<file path="config.mk">
export PLATFORM = sky130hd
export DESIGN_NAME = dbdc_top
export DESIGN_NICKNAME = d
export VERILOG_FILES = /design/src/hw/dbdc_pkg.sv /design/src/hw/dbdc_bank_decode.sv /design/src/hw/dbdc_top.sv
export SDC_FILE = /design/constraint.sdc
export NUM_CORES = 1
export LEC_CHECK = 0
export ABC_CLOCK_PERIOD_IN_PS = 4100
export BUFFER_PORTS_ARGS = -buffer_cell sky130_fd_sc_hd__buf_2
export CORE_UTILIZATION = 59
export CTS_CLUSTER_DIAMETER = 120
export CTS_CLUSTER_SIZE = 24
export DETAILED_ROUTE_END_ITERATION = 8
export PLACE_DENSITY = 0.86
export SYNTH_ARGS = -nofsm -noshare
export SYNTH_HDL_FRONTEND = slang
export SYNTH_SLANG_ARGS = --single-unit
</file>
<file path="constraint.sdc">
create_clock -name pclk -period 4.1 [get_ports pclk]
set_clock_uncertainty 0.1 [all_clocks]
set_input_delay 0.82 -clock pclk [delete_from_list [all_inputs] [get_ports pclk]]
set_output_delay 0.82 -clock pclk [all_outputs]
set_load 0.01 [all_outputs]
</file>
<file path="src/hw/dbdc_pkg.sv">
package dbdc_pkg;

  // ****************************************************************
  // register byte offsets on the apb bus
  // ****************************************************************
  localparam logic [7:0] REFRESH_OFS = 8'h44;   // refresh interval register
  localparam logic [7:0] TIMING_OFS = 8'h48;    // strobe timing register
  localparam logic [7:0] ORIGIN0_OFS = 8'h4c;   // bank 0 origin
  localparam logic [7:0] MASK0_OFS = 8'h50;     // bank 0 match mask
  localparam logic [7:0] CTRL0_OFS = 8'h54;     // bank 0 control
  localparam logic [7:0] ORIGIN1_OFS = 8'h58;   // bank 1 origin
  localparam logic [7:0] MASK1_OFS = 8'h5c;     // bank 1 match mask
  localparam logic [7:0] CTRL1_OFS = 8'h60;     // bank 1 control
  localparam logic [7:0] GSEL_OFS = 8'h68;      // global select mask

  // ****************************************************************
  // field positions
  // ****************************************************************
  localparam int ORIGIN_LSB = 17;         // origin bits 31..17
  localparam int TIM_HYPER_BIT = 14;      // hyper page dram enable
  localparam int TIM_CASNEG_BIT = 1;      // cas negate time select
  localparam int TIM_CASLEAD_BIT = 0;     // refresh cas lead select
  localparam int TYPE_MASK_LSB = 1;       // transfer-type mask bits 4..1
  localparam int RC_WIDTH = 12;           // refresh count width

  // ****************************************************************
  // reset values and timing counts
  // ****************************************************************
  localparam logic [7:0] CTRL_RESET = 8'h00;
  localparam logic [15:0] TIMING_RESET = 16'h0000;
  localparam logic [11:0] RC_RESET = 12'h000;
  localparam int REFRESH_UNIT_CLKS = 16;      // clocks per refresh count step
  localparam int REFRESH_ZERO_CLKS = 65536;   // period for a zero count

  // page mode and lane encodings
  localparam logic [1:0] PM_NORMAL = 2'h0;
  localparam logic [1:0] PM_BURST = 2'h1;
  localparam logic [1:0] PM_FAST = 2'h3;
  localparam logic [1:0] PS_32 = 2'h0;
  localparam logic [1:0] PS_8 = 2'h1;

  // transfer kinds, one per type mask bit (ud=1, uc=2, sd=3, sc=4)
  typedef enum logic [1:0] {
    DBDC_UD = 2'h0,
    DBDC_UC = 2'h1,
    DBDC_SD = 2'h2,
    DBDC_SC = 2'h3
  } dbdc_ttype_type;

  // bank control fields
  typedef struct packed {
    logic [1:0] lane_width;
    logic [1:0] bank_page_length;
    logic [1:0] page_mode_select;
    logic wr_en;
    logic rd_en;
  } dbdc_ctrl_type;

  // transfer request from core or external master
  typedef struct packed {
    logic valid;
    logic [31:0] addr;
    logic write;
    logic external;
    dbdc_ttype_type ttype;
  } dbdc_xfer_type;

  // per-bank decode result
  typedef struct packed {
    logic hit;
    logic strobe_en;
    logic [3:0] lane_en;
    logic [11:0] page_bytes;  // page length in bytes, wide enough for 2 KB
    logic [1:0] xfer_kind;
  } dbdc_bank_res_type;

endpackage : dbdc_pkg

</file>
<file path="src/hw/dbdc_bank_decode.sv">
`timescale 1ns/10ps
// one bank's address, direction and transfer-type decode
module dbdc_bank_decode (
  input dbdc_pkg::dbdc_xfer_type xfer,
  input logic [3:0] ext_addr_pins,
  input logic [31:17] origin,
  input logic [31:0] match_mask,
  input dbdc_pkg::dbdc_ctrl_type ctrl,
  input logic global_sel_active,
  output dbdc_pkg::dbdc_bank_res_type res
);

  // ****************************************************************
  // decode
  // ****************************************************************
  logic [31:0] eff_addr;
  logic addr_ok;
  logic dir_ok;
  logic type_ok;

  // external masters see only their pins; the rest reads as zero
  always_comb begin
    eff_addr = xfer.addr;
    if (xfer.external) begin
      eff_addr[31:28] = 4'h0;
      eff_addr[27:24] = xfer.addr[27:24] & ext_addr_pins;
    end
  end

  // masked bits are dont-care in the compare
  assign addr_ok = ((eff_addr[31:17] ^ origin) & ~match_mask[31:17]) == 15'h0000;
  assign dir_ok = xfer.write ? ctrl.wr_en : ctrl.rd_en;
  // type masks only gate core transfers
  assign type_ok = xfer.external |
    ~match_mask[dbdc_pkg::TYPE_MASK_LSB + int'(xfer.ttype)];

  always_comb begin
    res.hit = xfer.valid & addr_ok & dir_ok & type_ok;
    res.strobe_en = res.hit & ~global_sel_active;
    // lane select: 32-bit, 8-bit upper lane, else 16-bit upper half
    case (ctrl.lane_width)
      dbdc_pkg::PS_32: res.lane_en = 4'hf;
      dbdc_pkg::PS_8: res.lane_en = 4'h8;
      default: res.lane_en = 4'hc;
    endcase
    case (ctrl.bank_page_length)
      2'h0: res.page_bytes = 12'h200;
      2'h1: res.page_bytes = 12'h400;
      2'h2: res.page_bytes = 12'h800;
      default: res.page_bytes = 12'h200;  // reserved code, smallest page
    endcase
    // reserved page mode falls back to normal transfers
    case (ctrl.page_mode_select)
      dbdc_pkg::PM_BURST: res.xfer_kind = dbdc_pkg::PM_BURST;
      dbdc_pkg::PM_FAST: res.xfer_kind = dbdc_pkg::PM_FAST;
      default: res.xfer_kind = dbdc_pkg::PM_NORMAL;
    endcase
  end

endmodule : dbdc_bank_decode

</file>
<file path="src/hw/dbdc_top.sv">
`timescale 1ns/10ps
// Function
// - page cas negate half-clocks by precharge and hyper
// - refresh cas leads ras one or two clocks
// - refresh lead ignored by data transfers
// - origin and mask survive every reset
// - compare origin with address bits 31..17
// - external upper address bits read as zero
// - set mask bit drops address bit compare
// - core transfer type masks block bank
// - external transfers ignore transfer type masks
// - lane width codes select data lanes
// - page length codes 512, 1k, 2k
// - page mode codes normal, burst, fast
// - writes need bank write enable
// - reads need bank read enable
// - resets clear bank control registers
// - refresh register write forces immediate refresh
// - no strobes while global select active
// - refresh interval count times sixteen clocks
module dbdc_top (
  input logic pclk,
  input logic presetn,
  input logic psel,
  input logic penable,
  input logic pwrite,
  input logic [31:0] paddr,
  input logic [31:0] pwdata,
  output logic [31:0] prdata,
  output logic pready,
  output logic pslverr,
  input dbdc_pkg::dbdc_xfer_type xfer,
  input logic [3:0] ext_addr_pins,
  output dbdc_pkg::dbdc_bank_res_type bank0_res,
  output dbdc_pkg::dbdc_bank_res_type bank1_res,
  output logic [2:0] cas_negate_half_clks,
  output logic [1:0] refresh_cas_lead_clks,
  output logic refresh_req,
  output logic refresh_busy
);

  // ****************************************************************
  // state
  // ****************************************************************
  typedef enum logic [2:0] {
    DBDC_RF_IDLE = 3'h1,
    DBDC_RF_LEAD = 3'h2,
    DBDC_RF_RAS = 3'h4
  } dbdc_rf_state_type;

  // bank origin and mask live outside the reset struct so no reset touches them
  typedef struct packed {
    logic [15:0] timing;
    logic [11:0] refresh_count;
    logic [16:0] refresh_timer;
    logic [1:0] lead_cnt;
    dbdc_rf_state_type rf_state;
    dbdc_pkg::dbdc_ctrl_type ctrl0;
    dbdc_pkg::dbdc_ctrl_type ctrl1;
    logic global_sel_active;
    logic refresh_req;
    logic [31:0] prdata;
  } dbdc_state_type;

  dbdc_state_type state_q;
  dbdc_state_type state_d;
  logic [31:17] origin_q [2];   // no reset
  logic [31:0] mask_q [2];      // no reset
  logic wr_access;
  logic rd_access;
  logic [7:0] ofs;
  logic [16:0] period;

  // one-cycle apb access phase; registers answer with no wait states
  assign pready = 1'b1;
  assign wr_access = psel & penable & pwrite;
  assign rd_access = psel & ~penable & ~pwrite;
  assign ofs = paddr[7:0];

  // unmapped offset lookup, shared by read and write paths
  function automatic logic mapped(input logic [7:0] a);
    case (a)
      dbdc_pkg::REFRESH_OFS, dbdc_pkg::TIMING_OFS, dbdc_pkg::ORIGIN0_OFS,
      dbdc_pkg::MASK0_OFS, dbdc_pkg::CTRL0_OFS, dbdc_pkg::ORIGIN1_OFS,
      dbdc_pkg::MASK1_OFS, dbdc_pkg::CTRL1_OFS, dbdc_pkg::GSEL_OFS: mapped = 1'b1;
      default: mapped = 1'b0;
    endcase
  endfunction : mapped

  assign pslverr = psel & penable & (~mapped(ofs) | (paddr[31:8] != 24'h000000));

  // ****************************************************************
  // refresh period
  // ****************************************************************
  // a zero count means the longest period
  always_comb begin
    if (state_q.refresh_count == dbdc_pkg::RC_RESET) begin
      period = 17'(dbdc_pkg::REFRESH_ZERO_CLKS);
    end else begin
      period = 17'({state_q.refresh_count, 4'h0});
    end
  end

  // ****************************************************************
  // next state
  // ****************************************************************
  always_comb begin
    state_d = state_q;
    state_d.refresh_req = 1'b0;
    // read data is captured in setup and held through the access phase
    if (rd_access) begin
      case (ofs)
        dbdc_pkg::REFRESH_OFS: state_d.prdata = {20'h00000, state_q.refresh_count};
        dbdc_pkg::TIMING_OFS: state_d.prdata = {16'h0000, state_q.timing};
        dbdc_pkg::ORIGIN0_OFS: state_d.prdata = {origin_q[0], 17'h00000};
        dbdc_pkg::MASK0_OFS: state_d.prdata = {mask_q[0][31:17], 12'h000, mask_q[0][4:1], 1'b0};
        dbdc_pkg::CTRL0_OFS: state_d.prdata = {24'h000000, state_q.ctrl0};
        dbdc_pkg::ORIGIN1_OFS: state_d.prdata = {origin_q[1], 17'h00000};
        dbdc_pkg::MASK1_OFS: state_d.prdata = {mask_q[1][31:17], 12'h000, mask_q[1][4:1], 1'b0};
        dbdc_pkg::CTRL1_OFS: state_d.prdata = {24'h000000, state_q.ctrl1};
        dbdc_pkg::GSEL_OFS: state_d.prdata = {31'h00000000, ~state_q.global_sel_active};
        default: state_d.prdata = 32'h00000000;
      endcase
    end
    // refresh timer counts down; expiry raises a request
    if (state_q.refresh_timer <= 17'h00001) begin
      state_d.refresh_timer = period;
      state_d.refresh_req = 1'b1;
    end else begin
      state_d.refresh_timer = state_q.refresh_timer - 17'h00001;
    end
    // register writes
    if (wr_access) begin
      case (ofs)
        dbdc_pkg::REFRESH_OFS: begin
          state_d.refresh_count = pwdata[11:0];
          // restart at the new interval and refresh at once
          state_d.refresh_timer = (pwdata[11:0] == 12'h000) ?
            17'(dbdc_pkg::REFRESH_ZERO_CLKS) : 17'({pwdata[11:0], 4'h0});
          state_d.refresh_req = 1'b1;
        end
        dbdc_pkg::TIMING_OFS: state_d.timing = pwdata[15:0];
        dbdc_pkg::CTRL0_OFS: state_d.ctrl0 = pwdata[7:0];
        dbdc_pkg::CTRL1_OFS: state_d.ctrl1 = pwdata[7:0];
        dbdc_pkg::GSEL_OFS: state_d.global_sel_active = 1'b0;
        default: ;
      endcase
    end
    // cas-before-ras refresh sequence: lead phase holds cas ahead of ras
    case (state_q.rf_state)
      DBDC_RF_IDLE: begin
        if (state_q.refresh_req) begin
          state_d.rf_state = DBDC_RF_LEAD;
          state_d.lead_cnt = refresh_cas_lead_clks;
        end
      end
      DBDC_RF_LEAD: begin
        if (state_q.lead_cnt <= 2'h1) begin
          state_d.rf_state = DBDC_RF_RAS;
        end else begin
          state_d.lead_cnt = state_q.lead_cnt - 2'h1;
        end
      end
      DBDC_RF_RAS: state_d.rf_state = DBDC_RF_IDLE;
      default: state_d.rf_state = DBDC_RF_IDLE;
    endcase
  end

  // ****************************************************************
  // registers
  // ****************************************************************
  // control state; bank controls and timing clear on reset
  always_ff @(posedge pclk or negedge presetn) begin
    if (!presetn) begin
      state_q.timing <= dbdc_pkg::TIMING_RESET;
      state_q.refresh_count <= dbdc_pkg::RC_RESET;
      state_q.refresh_timer <= 17'h10000;
      state_q.lead_cnt <= 2'h0;
      state_q.rf_state <= DBDC_RF_IDLE;
      state_q.ctrl0 <= dbdc_pkg::CTRL_RESET;
      state_q.ctrl1 <= dbdc_pkg::CTRL_RESET;
      state_q.global_sel_active <= 1'b1;
      state_q.refresh_req <= 1'b0;
      state_q.prdata <= 32'h00000000;
    end else begin
      state_q <= state_d;
    end
  end

  // origin and mask take writes only, never reset
  always_ff @(posedge pclk) begin
    if (wr_access && ofs == dbdc_pkg::ORIGIN0_OFS) origin_q[0] <= pwdata[31:17];
    if (wr_access && ofs == dbdc_pkg::ORIGIN1_OFS) origin_q[1] <= pwdata[31:17];
    if (wr_access && ofs == dbdc_pkg::MASK0_OFS) mask_q[0] <= pwdata;
    if (wr_access && ofs == dbdc_pkg::MASK1_OFS) mask_q[1] <= pwdata;
  end

  // ****************************************************************
  // timing selections
  // ****************************************************************
  // cas negate in half clocks: standard 1 or 3, hyper page 2 or 4
  always_comb begin
    case ({state_q.timing[dbdc_pkg::TIM_HYPER_BIT], state_q.timing[dbdc_pkg::TIM_CASNEG_BIT]})
      2'h0: cas_negate_half_clks = 3'h1;
      2'h1: cas_negate_half_clks = 3'h3;
      2'h2: cas_negate_half_clks = 3'h2;
      default: cas_negate_half_clks = 3'h4;  // two full clocks with hyper page
    endcase
  end

  // lead select feeds only the refresh sequence, never data timing
  assign refresh_cas_lead_clks = state_q.timing[dbdc_pkg::TIM_CASLEAD_BIT] ? 2'h2 : 2'h1;
  assign refresh_req = state_q.refresh_req;
  assign refresh_busy = state_q.rf_state != DBDC_RF_IDLE;
  assign prdata = state_q.prdata;

  // ****************************************************************
  // bank decoders
  // ****************************************************************
  dbdc_bank_decode u_bank0 (
    .xfer(xfer),
    .ext_addr_pins(ext_addr_pins),
    .origin(origin_q[0]),
    .match_mask(mask_q[0]),
    .ctrl(state_q.ctrl0),
    .global_sel_active(state_q.global_sel_active),
    .res(bank0_res)
  );

  dbdc_bank_decode u_bank1 (
    .xfer(xfer),
    .ext_addr_pins(ext_addr_pins),
    .origin(origin_q[1]),
    .match_mask(mask_q[1]),
    .ctrl(state_q.ctrl1),
    .global_sel_active(state_q.global_sel_active),
    .res(bank1_res)
  );

endmodule : dbdc_top

</file>
Word-level counts from Yosys, hierarchy flattened
Memories as Yosys holds them, arrays and structs flattened.
Index checks and enable logic that the tools add are counted.
{"block": "totals", "mem_count": 2, "ramBits": 94, "out_inout_bits": 81, "reg_bits": 100}
{"memory": "mask_q", "depth": 2, "width": 32, "read_ports": 2, "rd_ports_with_merged_regs": 0, "wr": 1, "line_no": "dbdc_top.sv:68", "text": "logic [31:0] mask_q [2];"}
{"memory": "origin_q", "depth": 2, "width": 15, "read_ports": 2, "rd_ports_with_merged_regs": 0, "wr": 1, "line_no": "dbdc_top.sv:67", "text": "logic [31:17] origin_q [2];"}
{"block": "classes", "add_sub_neg": 3, "n_lt_le_gt_ge": 3, "n_mux": 46, "n_eq_ne": 27, "bitwise": 29, "reduce_logical": 23}
{"operator": "one-hot mux 32 bit (9 select lines)", "count": 1}
{"operator": "two-way mux 17 bit", "count": 5}
{"operator": "== test 8 x 7 -> 1 bit, second input constant", "count": 9}
{"operator": "one-hot mux 12 bit (2 select lines)", "count": 2}
{"operator": "less-than comparator 32 x 7 -> 1 bit, second input constant", "count": 1}
{"operator": "two-way mux 32 bit", "count": 1}
{"operator": "OR reduction 32 bit", "count": 1}
{"operator": "bitwise AND 15 bit", "count": 2}
{"operator": "logical NOT 15 bit", "count": 2}
{"operator": "NOT 15 bit", "count": 2}
{"operator": "XOR 15 bit", "count": 2}
{"operator": "logical NOT 12 bit", "count": 2}
{"operator": "nonzero test 24 bit", "count": 1}
{"operator": "two-way mux 1 bit", "count": 22}
{"operator": "one-hot mux 3 bit (2 select lines)", "count": 3}
{"operator": "less-or-equal comparator 17 x 1 -> 1 bit, second input constant", "count": 1}
{"operator": "subtractor 17 x 1 -> 17 bit, second input constant", "count": 1}
{"operator": "two-way mux 15 bit", "count": 1}
{"operator": "OR reduction 15 bit", "count": 1}
{"operator": "== test 2 x 1 -> 1 bit, second input constant", "count": 7}
{"operator": "bitwise AND 1 bit", "count": 13}
{"operator": "one-hot mux 2 bit (2 select lines)", "count": 3}
{"operator": "AND reduction 2 bit", "count": 6}
{"operator": "binary-select mux 1 bit (select 5 bit)", "count": 2}
{"operator": "other kinds (21)", "count": 40}

Longest topological paths before layout
{"block": "logic_depth", "depth_word": 9, "mapped_depth": 8, "ltp_nobuf": 7}

Cells and area by module
A second synthesis with hierarchy kept.
{"block": "hier_totals", "cells_unflattened": 804, "area_unflattened_um2": 9296.4}
{"module": "dbdc_top", "cells_each": 650, "instances": 1, "area_per_inst_um2": 8162.8}
{"module": "dbdc_bank_decode", "cells_each": 77, "instances": 2, "area_per_inst_um2": 566.8}

Least setup slack after synthesis
Ideal clock, no wire load.
{"block": "synth_path", "path_kind": "input port to flip-flop", "startpoint": "input port paddr[6]", "endpoint": "memory mask_q[1][0] (netlist: mask_q[0][32]), enable pin", "required_ns": 3.568, "stages": 4, "setup_slack_ns": 0.457, "arrival_ns": 3.111, "n_path_buf": 1, "cell_sequence": "nor2b_1 > nand3b_1 > clkbuf_1 > nor3_1"}
{"block": "synth_via", "elab_chain_len": 6, "word_cells_on_any_way": 11, "classes_between": "eq/ne: 2; mux: 6; reduce/logical: 3"}
{"element": "start: declaration", "line_no": "dbdc_top.sv:27", "text": "input logic [31:0] paddr,"}
{"element": "== test 8 x 7 -> 1 bit", "line_no": "dbdc_top.sv:195", "text": "if (wr_access && ofs == dbdc_pkg::MASK1_OFS) mask_q[1] <= pwdata;"}
{"element": "logical AND 1 bit", "line_no": "dbdc_top.sv:195"}
{"element": "two-way mux 1 bit", "line_no": "dbdc_top.sv:195"}
{"element": "two-way mux 1 bit (not written as such)", "line_no": "dbdc_top.sv:195"}
{"element": "OR reduction 32 bit (no source line)"}
{"element": "two-way mux 1 bit (no source line)"}
{"element": "end: declaration", "line_no": "dbdc_top.sv:68"}
Parallel ways exist; a longest one is shown, timed or not.

==> impl_metrics.csv <==
group,metric,value,unit
placed_design,gp_congestion,0.8840,
yosys,ys_types,66,
worst_setup_path,critPathKind,"primary input to output pin",
clock_network,clk_path_buf_depth,2,
clock_network,clock_sinks,175,
power,vdd_drop_max,0.2849,mV
floorplan,die_area,15050,um^2
yosys,seq_area_frac_synth,55.42,%
drt,vias,6329,
timing,hold_viol,0,
clock_network,cts_buffers,17,
drt,drt_pass1_iterations,6,
floorplan,dieWidth,122.7,um
finish,layout_common_cells,"buf_2, dfrtp_1, nand2_1",
yosys,syn_avg_cell_area,11.74,um^2
floorplan,start_util,61.20,%
finish,fillers,974,
flow_run,drv_cap,0,
drt,drc,0,
worst_setup_path,crit_path_end_kind,"output pin",
finish,final_common_cell,"buf_2",
worst_setup_path,reg2reg_from,"state_q[60]$_DFF_PN0_",
floorplan,coreArea,14040,um^2
yosys,synthArstFlopShare,56.57,%
clock_network,cts_setup_buffers,0,
timing,report.final.slew_viol_count,0,
grt,antenna_found_initial,1,
worst_setup_path,start_kind,"primary input",
drt,post_drt_wl_per_cell,19.93,um
timing,hold_slack,0.3735,ns
finish,drive_gt1_share,30.44,%
yosys,synth_edf_count,76,
timing,timing.fmax,0.2739,GHz
worst_setup_path,crit_arrival,2.73,ns
drt,drtAntennaViolNets,0,
min_path,min_from,"prdata[28]$_DFFE_PN0P_",
finish,fin_cells,1045,
placed_design,numPortBuffers,150,
worst_setup_path,r2r_slack,1.46,ns
grt,grt_max_degree,70,
finish,finalCoreUtilization,70.04,%
timing,period_share,89.04,%
timing,finalSetupTns,0,ns
timing,rsz0062_at_grt,"false",
min_path,hp-class,"flip-flop to flip-flop",
grt,track_usage,29.33,%
timing,fin_crit,3.650,ns
placed_design,hpwlAfterDp,14880,um
worst_setup_path,reg2reg_depth,6,
yosys,synth.top_cells.by_area,"dfrtp_1, edfxtp_1, buf_4",
yosys,synth_largest_area_cell,"dfrtp_1",
run_status,status,"completed",
yosys,synth-seq-cells,175,
timing,relSlewSlack,38.89,%
yosys,synth.cell_area,8594,um^2
drt,routed_via_density,6.056,
min_path,hold_depth,2,
worst_setup_path,crit_path_max_fanout,4,
clock_network,ctsHoldBuffers,0,
clock_network,insertion_delay,0.43,ns
grt,globalRoute.totalOverflow,0,
floorplan,num_io_pins,191,
clock_network,cts_resized,0,
worst_setup_path,crit_required,3.18,ns
finish,syn_to_final_growth,14.44,%
floorplan,rows,43,
yosys,synthCells,732,
clock_network,clkTransAtPathRegs,0.06,ns
yosys,yosysWarnings,0,
grt,grt_pass1_wl,32210,um
floorplan,die_h,122.7,um
drt,totalWireLength,20830,um
worst_setup_path,startpoint,"xfer[0]",
timing,setup_viol_count_final,0,
clock_network,cts_root_buf,"clkbuf_16",
power,p_per_area,392.7,nW/um^2
placed_design,place_inst,1012,
yosys,synth-main-ff-cell,"dfrtp_1",
drt,initialDrtViolationCount,498,
clock_network,cts_tree,"done",
timing,tightest_slew,0.9167,ns
grt,grt_pass1_vias,6040,
clock_network,htreeDepth,4,
finish,final_net_count,972,
power,leakage,4.146,nW
yosys,synth_top_cell_area_share,27.95,%
[state kept, by name (all words and copies together), names as in the netlist]
name         count
prdata          31
mask_q          46
origin_q        30
refresh_req      1
state_q         67
[cell usage after synthesis, drive strengths merged, types with 3 or more instances]
master / number
nand4: 4
o21ai: 38
nor4bb: 3
o211ai: 7
dfstp: 3
buf: 66
nor3: 12
mux2i: 11
a31oi: 3
mux4: 4
nor4: 21
nor4b: 3
inv: 13
or4: 5
clkbuf: 23
and2: 4
nand2: 82
o22ai: 11
and3: 7
xnor2: 26
a21oi: 6
a222oi: 3
a221oi: 15
nor2b: 12
o221ai: 7
nor2: 45
a22o: 11
mux2: 31
edfxtp: 76
xor2: 12
a22oi: 24
nand3: 13
dfrtp: 96
o2111ai: 3
ha: 11
[final cells by class]
type / instances / area (um^2) / share of cell area, %
clock buffer: 19 / 442.9 / 4.503
antenna: 1 / 2.502 / 0.02544
tap: 180 / 225.2 / 2.290
inverter: 13 / 48.80 / 0.4961
clock inverter: 13 / 161.4 / 1.641
timing repair buffer: 169 / 895.9 / 9.108
multi-input combinational: 475 / 3296 / 33.51
sequential: 175 / 4763 / 48.43
[report_power, final]
group          internal (W)  switching [W]
logic              0.000121       0.000160
clock network      0.000976       0.000674
registers           0.00187      0.0000574
[routing by layer]
metal  track usage (%)  vias up  wire length [um]
li1                  -     2863                 -
met1             38.45     3082              8486
met2             48.17      341             10200
met3             6.691       43              1634
met4             9.832        0               512
met5                 0        -                 0
[worst max-delay path: stages]
cell     delay (ns)
buf_2          0.13
ha_1           0.34
mux4_2         0.55
mux2i_1        0.29
nor2_1         0.11
nor4_1         0.28
buf_2          0.20
[worst paths after layout]
check,endpoint
worst min register to register,prdata[28]$_DFFE_PN0P_
worst min-delay path,prdata[28]$_DFFE_PN0P_
max in group asynchronous,state_q[91]$_DFFE_PN0P_
worst max-delay path,bank0_res[18]
min in group asynchronous,prdata[7]$_DFFE_PN0P_
worst max register to register,state_q[66]$_DFF_PN0_
[kinds of logic after synthesis]
logic type               share of synthesized area [%]
flip-flops                                       55.42
adder cells (fa/ha/maj)                          1.601
AO/OA/AOI/OAI                                    11.91
XOR/XNOR                                         3.872
AND/OR/NAND/NOR                                  13.35
other                                          0.08738
buffers and inverters                            7.366
multiplexers                                     6.391
[per-stage QoR]
stage	setup WS (ns)	cell area, um^2	total power [W]
final	0.4495	9836	0.003862
after CTS	0.4434	9833	0.003866
after global routing	0.3771	9836	0.003974
after floorplan	0.4568	8670	0.002122
after detailed placement	0.5173	9229	0.002242
after global placement	0.5665	9229	0.002232
No activity file was read; power rests on OpenSTA's default activity.
